**src/logic/cdps_map.svh**
```systemverilog
// Register indices, field positions, reset values and counts for the clock divide block.
// Assumes inclusion by the top module and the bench by bare name.
`ifndef CDPS_MAP_SVH
`define CDPS_MAP_SVH

// ----------------------------------------
// Register indices (byte address = 4 * index)
// ----------------------------------------
`define CDPS_IDX_OSC_CTRL     8'hc3
`define CDPS_IDX_PWR_MGMT     8'hc4
`define CDPS_IDX_STATUS       8'hc5
`define CDPS_IDX_MAP_WAIT     8'hc6
`define CDPS_IDX_KEY          8'hc7

// ----------------------------------------
// Field positions
// ----------------------------------------
`define CDPS_PM_CD_HI         7
`define CDPS_PM_CD_LO         6
`define CDPS_PM_SWB           5
`define CDPS_PM_CRYSTAL_DISABLE         3
`define CDPS_PM_ALE_SUP       2
`define CDPS_PM_XRAM_EN       0
`define CDPS_ST_HIP           6
`define CDPS_ST_LIP           5
`define CDPS_ST_CRYSTAL_WARM_STATUS          4
`define CDPS_MW_WS            0
`define CDPS_OC_XT_SEL        0

// ----------------------------------------
// Divide codes and machine-cycle limits
// ----------------------------------------
`define CDPS_CD_RSVD          2'h0
`define CDPS_CD_DIV4          2'h1
`define CDPS_CD_DIV64         2'h2
`define CDPS_CD_DIV1024       2'h3
`define CDPS_LIM_DIV4         10'h003
`define CDPS_LIM_DIV64        10'h03f
`define CDPS_LIM_DIV1024      10'h3ff

// ----------------------------------------
// Reset values, keys and timing counts
// ----------------------------------------
`define CDPS_RST_CD           2'h1
`define CDPS_KEY_FIRST        8'haa
`define CDPS_KEY_SECOND       8'h55
`define CDPS_WIN_CYCLES       2'h3
`define CDPS_WARM_CLOCKS      65536
`define CDPS_WIN_MAX_CLOCKS   12'hc00

`endif

```
**src/logic/cdps_pkg.sv**
```systemverilog
// Types shared by the clock divide and power status block.
// Assumes the map header is on the include path.
`default_nettype none
package cdps_pkg;

  // ----------------------------------------
  // Unlock sequence states, Gray along the path
  // ----------------------------------------
  typedef enum logic [1:0] {
    KEY_IDLE  = 2'h0,
    KEY_ARMED = 2'h1,
    KEY_OPEN  = 2'h3
  } cdps_key_t;

endpackage
`default_nettype wire

```
**src/logic/cdps_top.sv**
```systemverilog
// Clock divide, oscillator control and power status registers with timed-access key.
// Assumes an Avalon-MM master on core_clk_i and core event pulses on the same clock.
//
// Notes on behaviour
// - Divide code 01/10/11 gives 4/64/1024 clocks
// - Switchback forces divide-by-4 on interrupt or serial
// - Interrupt switchback at jump into service routine
// - Receive switchback at instruction after start edge
// - Crystal disable accepted only on RC oscillator
// - Clearing disable restarts crystal, warm-up then sets
// - Warm-up completes after 65536 crystal clocks
// - Every crystal restart clears warm-up status
// - Power-on reset leaves warm-up status set
// - Crystal select blocked while warm-up status clear
// - Suppress bit holds latch strobe off internally
// - External accesses always drive latch strobe
// - Enable bit maps on-chip 1KB data SRAM
// - In-service bits set in service, cleared on return
// - Activity bits set while busy, cleared by flag
// - Divide writes ignored when busy and switchback on
// - Unlock opens protected writes for three machine cycles
// - Wait enable samples wait pin on external moves
`timescale 1ns/1ps
`default_nettype none
`include "cdps_map.svh"

module cdps_top #(
  parameter int unsigned WARM_CLOCKS = `CDPS_WARM_CLOCKS  // Crystal warm-up length
) (
  // Clock and reset
  input  wire  logic        core_clk_i,
  input  wire  logic        arst_n_i,
  // Avalon-MM slave
  input  wire  logic [9:0]  avs_address_i,
  input  wire  logic        avs_read_i,
  input  wire  logic        avs_write_i,
  input  wire  logic [31:0] avs_writedata_i,
  input  wire  logic [3:0]  avs_byteenable_i,
  output logic       [31:0] avs_readdata_o,
  output logic              avs_waitrequest_o,
  // Core events, one-cycle pulses
  input  wire  logic        ext_irq_vector_i,
  input  wire  logic        serial_rx_switch_i,
  input  wire  logic        isr_enter_hi_i,
  input  wire  logic        isr_enter_lo_i,
  input  wire  logic        return_from_interrupt_i,
  input  wire  logic [3:0]  serial_activity_start_i,
  input  wire  logic [3:0]  serial_flag_set_i,
  input  wire  logic        power_down_exit_i,
  // Core access levels
  input  wire  logic        ale_request_i,
  input  wire  logic        ext_mem_access_i,
  input  wire  logic        external_data_move_i,
  // Pins
  input  wire  logic        crystal_clk_i,
  input  wire  logic        wait_n_i,
  // Control outputs
  output logic       [1:0]  clock_divide_sel_o,
  output logic              machine_cycle_tick_o,
  output logic              crystal_disable_o,
  output logic              crystal_source_select_o,
  output logic              latch_strobe_o,
  output logic              onchip_xram_enable_o,
  output logic              xdata_wait_o
);

  // ----------------------------------------
  // State
  // ----------------------------------------
  logic [1:0]         cd_q;        // Divide code
  logic               swb_q;       // Switchback enable
  logic               crystal_disable_q;     // Crystal disable
  logic               ale_sup_q;   // Latch strobe suppress
  logic               xram_en_q;   // On-chip SRAM enable
  logic               xt_sel_q;    // Crystal source select
  logic               ws_q;        // Wait-state enable, protected
  logic               hip_q;       // High priority in service
  logic               lip_q;       // Low priority in service
  logic               warm_q;      // Crystal warm-up done
  logic [3:0]         act_q;       // Serial activity bits
  logic [9:0]         div_cnt_q;   // Machine-cycle divider
  logic [9:0]         div_lim;     // Divider terminal count
  logic [16:0]        warm_cnt_q;  // Crystal edges seen
  logic               warm_run_q;  // Warm-up in progress
  logic [2:0]         xclk_sync_q; // Crystal clock synchroniser
  logic               xclk_stb_q;  // Filtered crystal level
  logic               xclk_rise;   // Crystal rising edge
  logic [2:0]         wait_sync_q; // Wait pin synchroniser
  logic               wait_n_stb_q;// Filtered wait level
  cdps_pkg::cdps_key_t key_q;      // Unlock state
  logic [1:0]         win_q;       // Machine cycles left open

  // Bus decode
  logic [7:0] idx;
  logic       wr_acc;
  logic       sb_event;
  logic       cd_wr;
  logic [7:0] wdat;
  assign idx      = avs_address_i[9:2];
  assign wdat     = avs_writedata_i[7:0];
  assign wr_acc   = avs_write_i & ~avs_waitrequest_o & avs_byteenable_i[0];
  // Enabled interrupt vector, receive start, or transmit start forces fast divide
  assign sb_event = swb_q & (ext_irq_vector_i | serial_rx_switch_i
                             | serial_activity_start_i[3] | serial_activity_start_i[1]);
  assign cd_wr    = wr_acc & (idx == `CDPS_IDX_PWR_MGMT);

  // ----------------------------------------
  // Avalon handshake
  // ----------------------------------------
  // One wait cycle per access; the request is taken when waitrequest is low
  always_ff @(posedge core_clk_i or negedge arst_n_i) begin
    if (!arst_n_i) begin
      avs_waitrequest_o <= 1'b1;
    end else begin
      avs_waitrequest_o <= ~((avs_read_i | avs_write_i) & avs_waitrequest_o);
    end
  end

  // Read data loaded together with the waitrequest drop; unmapped reads zero
  always_ff @(posedge core_clk_i or negedge arst_n_i) begin
    if (!arst_n_i) begin
      avs_readdata_o <= 32'h0000_0000;
    end else if (avs_read_i & avs_waitrequest_o) begin
      if (idx == `CDPS_IDX_PWR_MGMT) begin
        avs_readdata_o <= {24'h00_0000, cd_q, swb_q, 1'b0, crystal_disable_q, ale_sup_q, 1'b0, xram_en_q};
      end else if (idx == `CDPS_IDX_STATUS) begin
        avs_readdata_o <= {24'h00_0000, 1'b0, hip_q, lip_q, warm_q, act_q};
      end else if (idx == `CDPS_IDX_MAP_WAIT) begin
        avs_readdata_o <= {31'h0000_0000, ws_q};
      end else if (idx == `CDPS_IDX_OSC_CTRL) begin
        avs_readdata_o <= {31'h0000_0000, xt_sel_q};
      end else begin
        // Key register is write-only
        avs_readdata_o <= 32'h0000_0000;
      end
    end
  end

  // ----------------------------------------
  // Clock divide and machine-cycle tick
  // ----------------------------------------
  // Switchback beats a software write; reserved code and busy writes with switchback on ignored
  always_ff @(posedge core_clk_i or negedge arst_n_i) begin
    if (!arst_n_i) begin
      cd_q <= `CDPS_RST_CD;
    end else if (sb_event) begin
      cd_q <= `CDPS_CD_DIV4;
    end else if (cd_wr && !(swb_q && (|act_q))
                 && wdat[`CDPS_PM_CD_HI:`CDPS_PM_CD_LO] != `CDPS_CD_RSVD) begin
      // Slow-to-slow moves are left to software to route via divide-by-4
      cd_q <= wdat[`CDPS_PM_CD_HI:`CDPS_PM_CD_LO];
    end
  end

  // Terminal count per divide code
  always_comb begin
    if (cd_q == `CDPS_CD_DIV64) begin
      div_lim = `CDPS_LIM_DIV64;
    end else if (cd_q == `CDPS_CD_DIV1024) begin
      div_lim = `CDPS_LIM_DIV1024;
    end else begin
      div_lim = `CDPS_LIM_DIV4;
    end
  end

  // Compare with >= so a switch to a shorter divide never overshoots
  always_ff @(posedge core_clk_i or negedge arst_n_i) begin
    if (!arst_n_i) begin
      div_cnt_q            <= 10'h000;
      machine_cycle_tick_o <= 1'b0;
    end else begin
      div_cnt_q            <= (div_cnt_q >= div_lim) ? 10'h000 : div_cnt_q + 10'h001;
      machine_cycle_tick_o <= (div_cnt_q >= div_lim);
    end
  end

  // ----------------------------------------
  // Plain power management bits
  // ----------------------------------------
  always_ff @(posedge core_clk_i or negedge arst_n_i) begin
    if (!arst_n_i) begin
      swb_q     <= 1'b0;
      ale_sup_q <= 1'b0;
      xram_en_q <= 1'b0;
    end else if (cd_wr) begin
      swb_q     <= wdat[`CDPS_PM_SWB];
      ale_sup_q <= wdat[`CDPS_PM_ALE_SUP];
      xram_en_q <= wdat[`CDPS_PM_XRAM_EN];
    end
  end

  // ----------------------------------------
  // Crystal control and warm-up
  // ----------------------------------------
  // Disable may only rise while running from RC; clearing is always allowed
  always_ff @(posedge core_clk_i or negedge arst_n_i) begin
    if (!arst_n_i) begin
      crystal_disable_q <= 1'b0;
    end else if (cd_wr && (!wdat[`CDPS_PM_CRYSTAL_DISABLE] || !xt_sel_q)) begin
      crystal_disable_q <= wdat[`CDPS_PM_CRYSTAL_DISABLE];
    end
  end

  // Crystal select cannot be set before the crystal has warmed up
  always_ff @(posedge core_clk_i or negedge arst_n_i) begin
    if (!arst_n_i) begin
      xt_sel_q <= 1'b0;
    end else if (wr_acc && idx == `CDPS_IDX_OSC_CTRL
                 && (!wdat[`CDPS_OC_XT_SEL] || warm_q)) begin
      xt_sel_q <= wdat[`CDPS_OC_XT_SEL];
    end
  end

  // Crystal clock is foreign: three stages, level taken when last two agree
  always_ff @(posedge core_clk_i or negedge arst_n_i) begin
    if (!arst_n_i) begin
      xclk_sync_q <= 3'h0;
      xclk_stb_q  <= 1'b0;
    end else begin
      xclk_sync_q <= {xclk_sync_q[1:0], crystal_clk_i};
      if (xclk_sync_q[1] == xclk_sync_q[2]) begin
        xclk_stb_q <= xclk_sync_q[2];
      end
    end
  end
  assign xclk_rise = (xclk_sync_q[1] == xclk_sync_q[2]) & xclk_sync_q[2] & ~xclk_stb_q;

  // Restart on disable release or power-down exit; power-on leaves status set
  always_ff @(posedge core_clk_i or negedge arst_n_i) begin
    if (!arst_n_i) begin
      warm_q     <= 1'b1;
      warm_run_q <= 1'b0;
      warm_cnt_q <= 17'h0_0000;
    end else if ((cd_wr && crystal_disable_q && !wdat[`CDPS_PM_CRYSTAL_DISABLE]) || power_down_exit_i) begin
      warm_q     <= 1'b0;
      warm_run_q <= 1'b1;
      warm_cnt_q <= 17'h0_0000;
    end else if (warm_run_q && !crystal_disable_q && xclk_rise) begin
      if (warm_cnt_q == 17'(WARM_CLOCKS - 1)) begin
        warm_q     <= 1'b1;
        warm_run_q <= 1'b0;
      end
      warm_cnt_q <= warm_cnt_q + 17'h0_0001;
    end
  end

  // ----------------------------------------
  // Interrupt in-service bits
  // ----------------------------------------
  // Return clears the highest level in service; a new entry wins over it
  always_ff @(posedge core_clk_i or negedge arst_n_i) begin
    if (!arst_n_i) begin
      hip_q <= 1'b0;
      lip_q <= 1'b0;
    end else begin
      if (isr_enter_hi_i) begin
        hip_q <= 1'b1;
      end else if (return_from_interrupt_i && hip_q) begin
        hip_q <= 1'b0;
      end
      if (isr_enter_lo_i) begin
        lip_q <= 1'b1;
      end else if (return_from_interrupt_i && !hip_q) begin
        lip_q <= 1'b0;
      end
    end
  end

  // ----------------------------------------
  // Serial activity bits, one per port and direction
  // ----------------------------------------
  // Order 3..0: port1 tx, port1 rx, port0 tx, port0 rx; start wins over flag
  for (genvar g = 0; g < 4; g++) begin : g_act
    always_ff @(posedge core_clk_i or negedge arst_n_i) begin
      if (!arst_n_i) begin
        act_q[g] <= 1'b0;
      end else if (serial_activity_start_i[g]) begin
        act_q[g] <= 1'b1;
      end else if (serial_flag_set_i[g]) begin
        act_q[g] <= 1'b0;
      end
    end
  end

  // ----------------------------------------
  // Timed-access key
  // ----------------------------------------
  // Any other write between the two key bytes cancels the sequence
  always_ff @(posedge core_clk_i or negedge arst_n_i) begin
    if (!arst_n_i) begin
      key_q <= cdps_pkg::KEY_IDLE;
      win_q <= 2'h0;
    end else begin
      case (key_q)
        cdps_pkg::KEY_IDLE: begin
          if (wr_acc && idx == `CDPS_IDX_KEY && wdat == `CDPS_KEY_FIRST) begin
            key_q <= cdps_pkg::KEY_ARMED;
          end
        end
        cdps_pkg::KEY_ARMED: begin
          if (wr_acc && idx == `CDPS_IDX_KEY && wdat == `CDPS_KEY_SECOND) begin
            key_q <= cdps_pkg::KEY_OPEN;
            win_q <= `CDPS_WIN_CYCLES;
          end else if (wr_acc) begin
            key_q <= cdps_pkg::KEY_IDLE;
          end
        end
        cdps_pkg::KEY_OPEN: begin
          if (machine_cycle_tick_o) begin
            win_q <= win_q - 2'h1;
            if (win_q == 2'h1) begin
              key_q <= cdps_pkg::KEY_IDLE;
            end
          end
        end
        default: begin
          key_q <= cdps_pkg::KEY_IDLE;
        end
      endcase
    end
  end

  // Protected bit: only written while the window stands open
  always_ff @(posedge core_clk_i or negedge arst_n_i) begin
    if (!arst_n_i) begin
      ws_q <= 1'b0;
    end else if (wr_acc && idx == `CDPS_IDX_MAP_WAIT && key_q == cdps_pkg::KEY_OPEN) begin
      ws_q <= wdat[`CDPS_MW_WS];
    end
  end

  // ----------------------------------------
  // Pin side outputs
  // ----------------------------------------
  // Wait pin is foreign: three stages, level taken when last two agree
  always_ff @(posedge core_clk_i or negedge arst_n_i) begin
    if (!arst_n_i) begin
      wait_sync_q  <= 3'h7;
      wait_n_stb_q <= 1'b1;
    end else begin
      wait_sync_q <= {wait_sync_q[1:0], wait_n_i};
      if (wait_sync_q[1] == wait_sync_q[2]) begin
        wait_n_stb_q <= wait_sync_q[2];
      end
    end
  end

  // Registered outputs; latch strobe always runs on external accesses
  always_ff @(posedge core_clk_i or negedge arst_n_i) begin
    if (!arst_n_i) begin
      latch_strobe_o       <= 1'b0;
      xdata_wait_o         <= 1'b0;
      onchip_xram_enable_o <= 1'b0;
      crystal_disable_o    <= 1'b0;
      crystal_source_select_o <= 1'b0;
      clock_divide_sel_o   <= `CDPS_RST_CD;
    end else begin
      latch_strobe_o       <= ale_request_i & (ext_mem_access_i | ~ale_sup_q);
      xdata_wait_o         <= ws_q & external_data_move_i & ~wait_n_stb_q;
      onchip_xram_enable_o <= xram_en_q;
      crystal_disable_o    <= crystal_disable_q;
      crystal_source_select_o <= xt_sel_q;
      clock_divide_sel_o   <= cd_q;
    end
  end

  // ----------------------------------------
  // Assertions
  // ----------------------------------------
  // Cycles spent with the window open; three ticks at divide-by-1024 is the longest case
  logic [11:0] open_cnt_q;
  always_ff @(posedge core_clk_i or negedge arst_n_i) begin
    if (!arst_n_i) begin
      open_cnt_q <= 12'h000;
    end else if (key_q == cdps_pkg::KEY_OPEN) begin
      open_cnt_q <= open_cnt_q + 12'h001;
    end else begin
      open_cnt_q <= 12'h000;
    end
  end

  chk_div_code_legal: assert property (@(posedge core_clk_i) disable iff (!arst_n_i)
    cd_q != `CDPS_CD_RSVD) else $error("reserved divide code held");
  chk_tick_spacing: assert property (@(posedge core_clk_i) disable iff (!arst_n_i)
    machine_cycle_tick_o |=> !machine_cycle_tick_o [*3]) else $error("machine ticks too close");
  chk_switch_fast: assert property (@(posedge core_clk_i) disable iff (!arst_n_i)
    swb_q && (ext_irq_vector_i || serial_rx_switch_i) |=> cd_q == `CDPS_CD_DIV4)
    else $error("switchback did not force divide by 4");
  chk_cd_locked: assert property (@(posedge core_clk_i) disable iff (!arst_n_i)
    cd_wr && swb_q && (|act_q) && !sb_event |=> $stable(cd_q)) else $error("divide changed while busy");
  chk_crystal_disable_rc_only: assert property (@(posedge core_clk_i) disable iff (!arst_n_i)
    $rose(crystal_disable_q) |-> !$past(xt_sel_q)) else $error("crystal disabled while on crystal");
  chk_warm_restart: assert property (@(posedge core_clk_i) disable iff (!arst_n_i)
    $fell(crystal_disable_q) |-> !warm_q ##1 !warm_q) else $error("warm status not cleared on restart");
  chk_sel_needs_warm: assert property (@(posedge core_clk_i) disable iff (!arst_n_i)
    $rose(xt_sel_q) |-> $past(warm_q)) else $error("crystal selected before warm-up");
  chk_ale_external: assert property (@(posedge core_clk_i) disable iff (!arst_n_i)
    ale_request_i && ext_mem_access_i |=> latch_strobe_o) else $error("strobe missing on external access");
  chk_ale_suppress: assert property (@(posedge core_clk_i) disable iff (!arst_n_i)
    ale_request_i && !ext_mem_access_i && ale_sup_q |=> !latch_strobe_o) else $error("strobe not suppressed");
  chk_ws_protected: assert property (@(posedge core_clk_i) disable iff (!arst_n_i)
    $changed(ws_q) |-> $past(key_q) == cdps_pkg::KEY_OPEN) else $error("protected bit written while locked");
  chk_window_close: assert property (@(posedge core_clk_i) disable iff (!arst_n_i)
    open_cnt_q <= `CDPS_WIN_MAX_CLOCKS) else $error("window stayed open");
  chk_isr_high: assert property (@(posedge core_clk_i) disable iff (!arst_n_i)
    isr_enter_hi_i |=> hip_q) else $error("high in-service not set");
  chk_act_clear: assert property (@(posedge core_clk_i) disable iff (!arst_n_i)
    serial_flag_set_i[0] && !serial_activity_start_i[0] |=> !act_q[0]) else $error("activity not cleared");
  chk_wait_use: assert property (@(posedge core_clk_i) disable iff (!arst_n_i)
    xdata_wait_o |-> $past(ws_q) && $past(external_data_move_i)) else $error("wait outside external move");

  cov_switchback: cover property (@(posedge core_clk_i) disable iff (!arst_n_i)
    cd_q == `CDPS_CD_DIV1024 ##1 sb_event ##1 cd_q == `CDPS_CD_DIV4);
  cov_unlock: cover property (@(posedge core_clk_i) disable iff (!arst_n_i)
    key_q == cdps_pkg::KEY_ARMED ##[1:8] key_q == cdps_pkg::KEY_OPEN);
  cov_warm_done: cover property (@(posedge core_clk_i) disable iff (!arst_n_i) $rose(warm_q));
  cov_ws_set: cover property (@(posedge core_clk_i) disable iff (!arst_n_i) $rose(ws_q));

endmodule // cdps_top
`default_nettype wire

```
**config.mk**
```make
export PLATFORM = sky130hd
export DESIGN_NAME = cdps_top
export DESIGN_NICKNAME = d
export VERILOG_FILES = /design/src/logic/cdps_pkg.sv /design/src/logic/cdps_top.sv
export VERILOG_INCLUDE_DIRS = /design/src /design/src/logic
export SDC_FILE = /design/constraint.sdc
export NUM_CORES = 1
export LEC_CHECK = 0
export BUFFER_PORTS_ARGS = -buffer_cell sky130_fd_sc_hd__buf_4
export CAP_MARGIN = 10
export CORE_ASPECT_RATIO = 1.5
export CORE_MARGIN = 10
export CORE_UTILIZATION = 46
export DETAILED_ROUTE_END_ITERATION = 10
export PLACE_DENSITY_LB_ADDON = 0.2
export SYNTH_ARGS = -nofsm -noshare
export SYNTH_HDL_FRONTEND = slang
export SYNTH_SLANG_ARGS = --single-unit
```
**constraint.sdc**
```tcl
create_clock -name core_clk_i -period 1.85 [get_ports core_clk_i]
set_input_delay 0.185 -clock core_clk_i [delete_from_list [all_inputs] [get_ports core_clk_i]]
set_output_delay 0.185 -clock core_clk_i [all_outputs]
set_load 0.03 [all_outputs]
```
; After elaboration in Yosys (flattened, before gate mapping)
; Cells that the tools add are included.
[word_totals]
input_bits = 69
latch_bits = 0
mem_bits_rw = 0
n_memories = 0
output_inout_bits = 41
reg_bits = 96
rom_bits = 0
[classes]
mux = 38
reduce_logical = 42
n_mul = 0
addsub = 3
bitwise = 21
n_eq_ne = 20
n_lt_le_gt_ge = 1
n_div = 0
shifts = 0
[ops]
columns = operator, n
row1 = $mux W32, 3
row2 = $eq A8 B8 Y1 const B, 6
row3 = $mux W17, 2
row4 = $mux W10, 3
row5 = $reduce_bool A2 Y1, 11
row6 = $mux W1, 19
row7 = $mux W2, 9
row8 = $add A17 B1 Y17 const B, 1
row9 = $eq A17 B16 Y1 const B, 1
row10 = $logic_and A1 B1 Y1, 17
row11 = $and A1 B1 Y1, 11
row12 = $add A10 B1 Y10 const B, 1
row13 = $ge A10 B10 Y1, 1
row14 = $eq A8 B7 Y1 const B, 1
row15 = $ne A2 B2 Y1 const B, 4
row16 = $eq A2 B2 Y1 const B, 3
row17 = $logic_not A1 Y1, 6
row18 = $pmux W2 S3, 1
row19 = $not A1 Y1, 5
row20 = $or A1 B1 Y1, 5
row21 = $eq A2 B1 Y1 const B, 2
row22 = $pmux W2 S2, 1
row23 = $reduce_and A4 Y1, 1
row24 = $reduce_or A4 Y1, 1
row25 = other kinds (7), 10

; Depth between registers and ports, before layout
[depth]
depth_word = 9
mapped_depth = 7

; Worst setup path before layout
; Ideal clock, no wire load.
[synth_timing]
path_type = register -> register
from = register cd_q[0]
to = register div_cnt_q[1]
stages_incl_launch_ff = 7
setup_time_ns = 0.084
n_path_buf = 1
synth_period_minus_slack_ns = 1.812
slack_ns = 0.038
t_required_ns = 1.766
arrival_time_ns = 1.728
path_cell_list = dfstp_2 nand2_1 ha_1 a2111oi_0 o21ai_0 clkbuf_1 a21boi_0
[synth_between]
elab_chain_len = 5
elab_cells_between_ends = 6
classes_between = 1 x order compare / 2 x eq/ne / 3 x mux
[synth_lines]
columns = item, line
row1 = from (decl), cdps_top.sv:70  ; logic [1:0] cd_q;
row2 = from (signal assigned), cdps_top.sv:145  ; cd_q <= `CDPS_RST_CD;
row3 = from (signal assigned), cdps_top.sv:147  ; cd_q <= `CDPS_CD_DIV4;
row4 = from (signal assigned), cdps_top.sv:151  ; cd_q <= wdat[`CDPS_PM_CD_HI:`CDPS_PM_CD_LO];
row5 = $eq A2 B2 Y1 (no source line), n/a
row6 = $mux W10, cdps_top.sv:159  ; end else if (cd_q == `CDPS_CD_DIV1024) begin
row7 = $mux W10 *, cdps_top.sv:157  ; if (cd_q == `CDPS_CD_DIV64) begin
row8 = $ge A10 B10 Y1 *, cdps_top.sv:172  ; div_cnt_q <= (div_cnt_q >= div_lim) ? 10'h000 : div_cnt_q + 10'h001;
row9 = $mux W10 *, cdps_top.sv:172
row10 = to (signal assigned), cdps_top.sv:172
row11 = to (decl), cdps_top.sv:81  ; logic [9:0] div_cnt_q;
; Mark *: on every way between the ends. The rest lies on a longest branch, timed or not.
; A chain may end at the register's enable or synchronous reset.

; Final worst setup path
[layout_timing]
from = register xclk_sync_q[1]
to = register warm_cnt_q[12]
[layout_between]
elab_chain_len = 5
[layout_lines]
columns = item, line
row1 = from (decl), cdps_top.sv:85  ; logic [2:0] xclk_sync_q;
row2 = from (signal assigned), cdps_top.sv:220  ; xclk_sync_q <= {xclk_sync_q[1:0], crystal_clk_i};
row3 = $eq A1 B1 Y1, cdps_top.sv:226  ; assign xclk_rise = (xclk_sync_q[1] == xclk_sync_q[2]) & xclk_sync_q[2] & ~xclk_stb_q;
row4 = $and A1 B1 Y1 (2 in series), cdps_top.sv:226
row5 = $logic_and A1 B1 Y1, cdps_top.sv:238  ; end else if (warm_run_q && !crystal_disable_q && xclk_rise) begin
row6 = $reduce_bool A2 Y1 (no source line), n/a
row7 = to (signal assigned), cdps_top.sv:243  ; warm_cnt_q <= warm_cnt_q + 17'h0_0001;
row8 = to (decl), cdps_top.sv:83  ; logic [16:0] warm_cnt_q;
; Every way passes these cells.

==> flow_metrics.env <==
export IMPL_status="finished clean"
export IMPL_path_clk_slew_ns=0.08
export IMPL_yosysMostFrequentCell="dfrtp_1"
export IMPL_period_minus_slack_ns=1.77
export IMPL_h_tree_depth=3
export IMPL_clock_path_buffers=2
export IMPL_die_w_um=90.9
export IMPL_worst_path_stages=5
export IMPL_rr_startpoint="xclk_sync_q[1]"
export IMPL_gr_total_overflow=0
export IMPL_ir_drop_mv=0.634
export IMPL_cp_slowest_cell="or4b_4"
export IMPL_route_detailed_drc=0
export IMPL_antenna_cells=0
export IMPL_dr_pass1_iters=4
export IMPL_port_buffers=56
export IMPL_ant_nets=0
export IMPL_p_per_area_mw_per_mm2=942
export IMPL_numCtsBuffers=9
export IMPL_gp_congestion=0.801
export IMPL_clk_latency_ns=0.34
export IMPL_cts_tree="done"
export IMPL_place_inst=486
export IMPL_path_max_fanout=4
export IMPL_syn_inst=326
export IMPL_regArea_sq_mm=0.00181
export IMPL_dieArea_sq_mm=0.0115
export IMPL_wl_um=7790
export IMPL_cts_sink_count=72
export IMPL_grt_max_degree=41
export IMPL_yosys_top_cells_area="dfrtp_1 (46%), dfstp_2 (6.1%), buf_4 (5.6%), ha_1 (3.2%), a21oi_1 (3.2%)"
export IMPL_hold_viol=0
export IMPL_track_usage=0.134
export IMPL_ys_flop_type="dfrtp_1"
export IMPL_yosys_area_top_type="dfrtp_1"
export IMPL_synth_async_sr_flop_share=1.00
export IMPL_period_share=0.959
export IMPL_placed_cell_area_sq_mm=0.00399
export IMPL_syn_area_per_cell_sq_um=10.6
export IMPL_drive_above_1_share=0.273
export IMPL_arrival_ns=2.04
export IMPL_end_kind="flop"
export IMPL_wl_per_cell_um=15.4
export IMPL_cts_root_buf="clkbuf_8"
export IMPL_num_vias=2605
export IMPL_setup_worst_path_start="xclk_sync_q[1]"
export IMPL_viasPerCell=5.14
export IMPL_dp_hpwl_um=5830
export IMPL_timing_critical_path_buf_inv=0
export IMPL_chipHeight_um=126
export IMPL_finalMaxSlewViolations=0
export IMPL_clock_skew_final_ns=0.0102
export IMPL_ys_seq_area_frac=0.522
export IMPL_antenna_found_initial=0
export IMPL_grt_pass1_vias=2617
export IMPL_stdcell_area_sq_mm=0.00430
export IMPL_clock_fmax_ghz=0.563
export IMPL_synth_cell_types=52
export IMPL_path_class="reg -> reg"
export IMPL_maxCapViolCount=0
export IMPL_synth_seq_cells=72
export IMPL_slowest_delay_ns=0.48
export IMPL_syn_cell_area_sq_mm=0.00347
export IMPL_pin_count=110
export IMPL_yosysWarnings=0
export IMPL_reg2reg_depth=5
export IMPL_critPathLaunchType="flop"
export IMPL_r2r_slack_ns=0.08
export IMPL_nNetsFinal=480
export IMPL_multi_input_area_sq_mm=0.00151
export IMPL_yosys_area_top_type_share=0.462
export IMPL_r2r_end="warm_cnt_q[12]"
export IMPL_area_delta_synth_final_pct=24.1
export IMPL_hold_path_depth=2
export IMPL_synth_commonest_cells="dfrtp_1 (64), buf_4 (26), nand2_1 (26)"
export IMPL_endpoint="warm_cnt_q[12]"
export IMPL_std_cell_rows=38
export IMPL_hp_class="in -> reg"
export IMPL_synth_edf_count=0
export IMPL_crit_chain="ha_1 -> and4bb_4 -> or4b_4 -> or3_1 -> a21oi_1"
export IMPL_total_leakage_power_nw=1.98
export IMPL_drtIter0Drc=113
export IMPL_setup_viol=0
export IMPL_start_util=0.477
export IMPL_crit_required_ns=2.12
export IMPL_stdcell_count=507
export IMPL_cp_top_family="simple AND/OR/NAND/NOR gates"
export IMPL_p_total_mw=4.05
export IMPL_grt_pass1_wl_um=12600
export IMPL_final_core_utilization=0.592
export IMPL_fill_cells=649
export IMPL_core_sq_mm=0.00727
==> power breakdown <==
part	switching, mW	internal, mW
combinational	0.472	0.352
clock	0.576	0.831
sequential	0.107	1.72
==> cells in the final DEF (no fill, tap or decap), types with 4 or more instances in the layout <==
cell / instances
nand4_1: 8
a21o_1: 6
xor2_1: 11
buf_4: 68
ha_1: 7
o21ai_0: 10
and3_1: 5
xnor2_1: 7
clkbuf_8: 11
nor2_1: 19
mux2_2: 4
dfrtp_1: 64
a21oi_1: 22
inv_1: 14
conb_1: 24
dlygate4sd3_1: 4
o31ai_1: 5
dfstp_2: 8
nand2_1: 25
mux2i_1: 7
or4_1: 5
nand3_1: 12
nor3_1: 6
==> routing by layer <==
metal / up-vias / track usage / part of all wire
met4: 0 / 0.0490 / 0.018
met2: 73 / 0.230 / 0.51
met5: - / 0 / 0
met3: 13 / 0.0466 / 0.057
met1: 1255 / 0.150 / 0.41
li1: 1264 / - / -
==> through the flow <==
stage                 TNS, ns  setup WS (ns)  hold slack (ns)
global route        -0.000983      -0.000983           0.0106
finish                      0         0.0752           0.0162
global placement            0      0.0000625            0.153
CTS                         0         0.0295          0.00951
floorplan                   0         0.0382           -0.111
detailed placement    -0.0416        -0.0242            0.156
==> flip-flops by register name (all words and copies together) (netlist names), 2 cells and up <==
| signal | flops |
|---|---|
| avs_readdata_o | 8 |
| clock_divide_sel_o | 2 |
| cd_q | 2 |
| warm_cnt_q | 17 |
| div_cnt_q | 10 |
| key_q | 2 |
| wait_sync_q | 3 |
| act_q | 4 |
| xclk_sync_q | 3 |
| win_q | 2 |
==> cells by family (layout without fill, tap and decap cells) <==
family | Yosys count | count (layout) | share of synthesized area
simple gates | 106 | 107 | 0.169
flops | 72 | 72 | 0.522
compound gates | 62 | 62 | 0.115
buf+inv | 46 | 103 | 0.0783
xor+xnor | 18 | 18 | 0.0454
mux | 11 | 11 | 0.0332
fa+ha+maj | 10 | 10 | 0.0353
other cells | 1 | 24 | 0.00108
==> what timing repair did <==
action	CTS	global route
resized for setup	4	6
hold buffers	4	0
hold endpoints to repair	35	0
setup buffers	0	0
gates cloned	0	1
endpoints found under the setup margin	7	13
==> worst min path at each step <==
stage | startpoint | to | slack, ns
floorplan | arst_n_i | act_q[0] | -0.11
global placement | arst_n_i | div_cnt_q[2] | 0.15
detailed placement | arst_n_i | div_cnt_q[2] | 0.16
CTS | avs_write_i | avs_waitrequest_o | 0.01
global route | isr_enter_hi_i | hip_q | 0.01
finish | avs_write_i | avs_waitrequest_o | 0.02
==> layout make-up <==
cell class	instances	share of cell area
clock inverter	5	0.0183
clock buffer	11	0.0352
tap	100	0.0291
inverter	14	0.0122
sequential	72	0.421
multi-input combinational	232	0.352
timing repair buffer	73	0.133
Note: power is estimated with default switching activity, not from simulation.
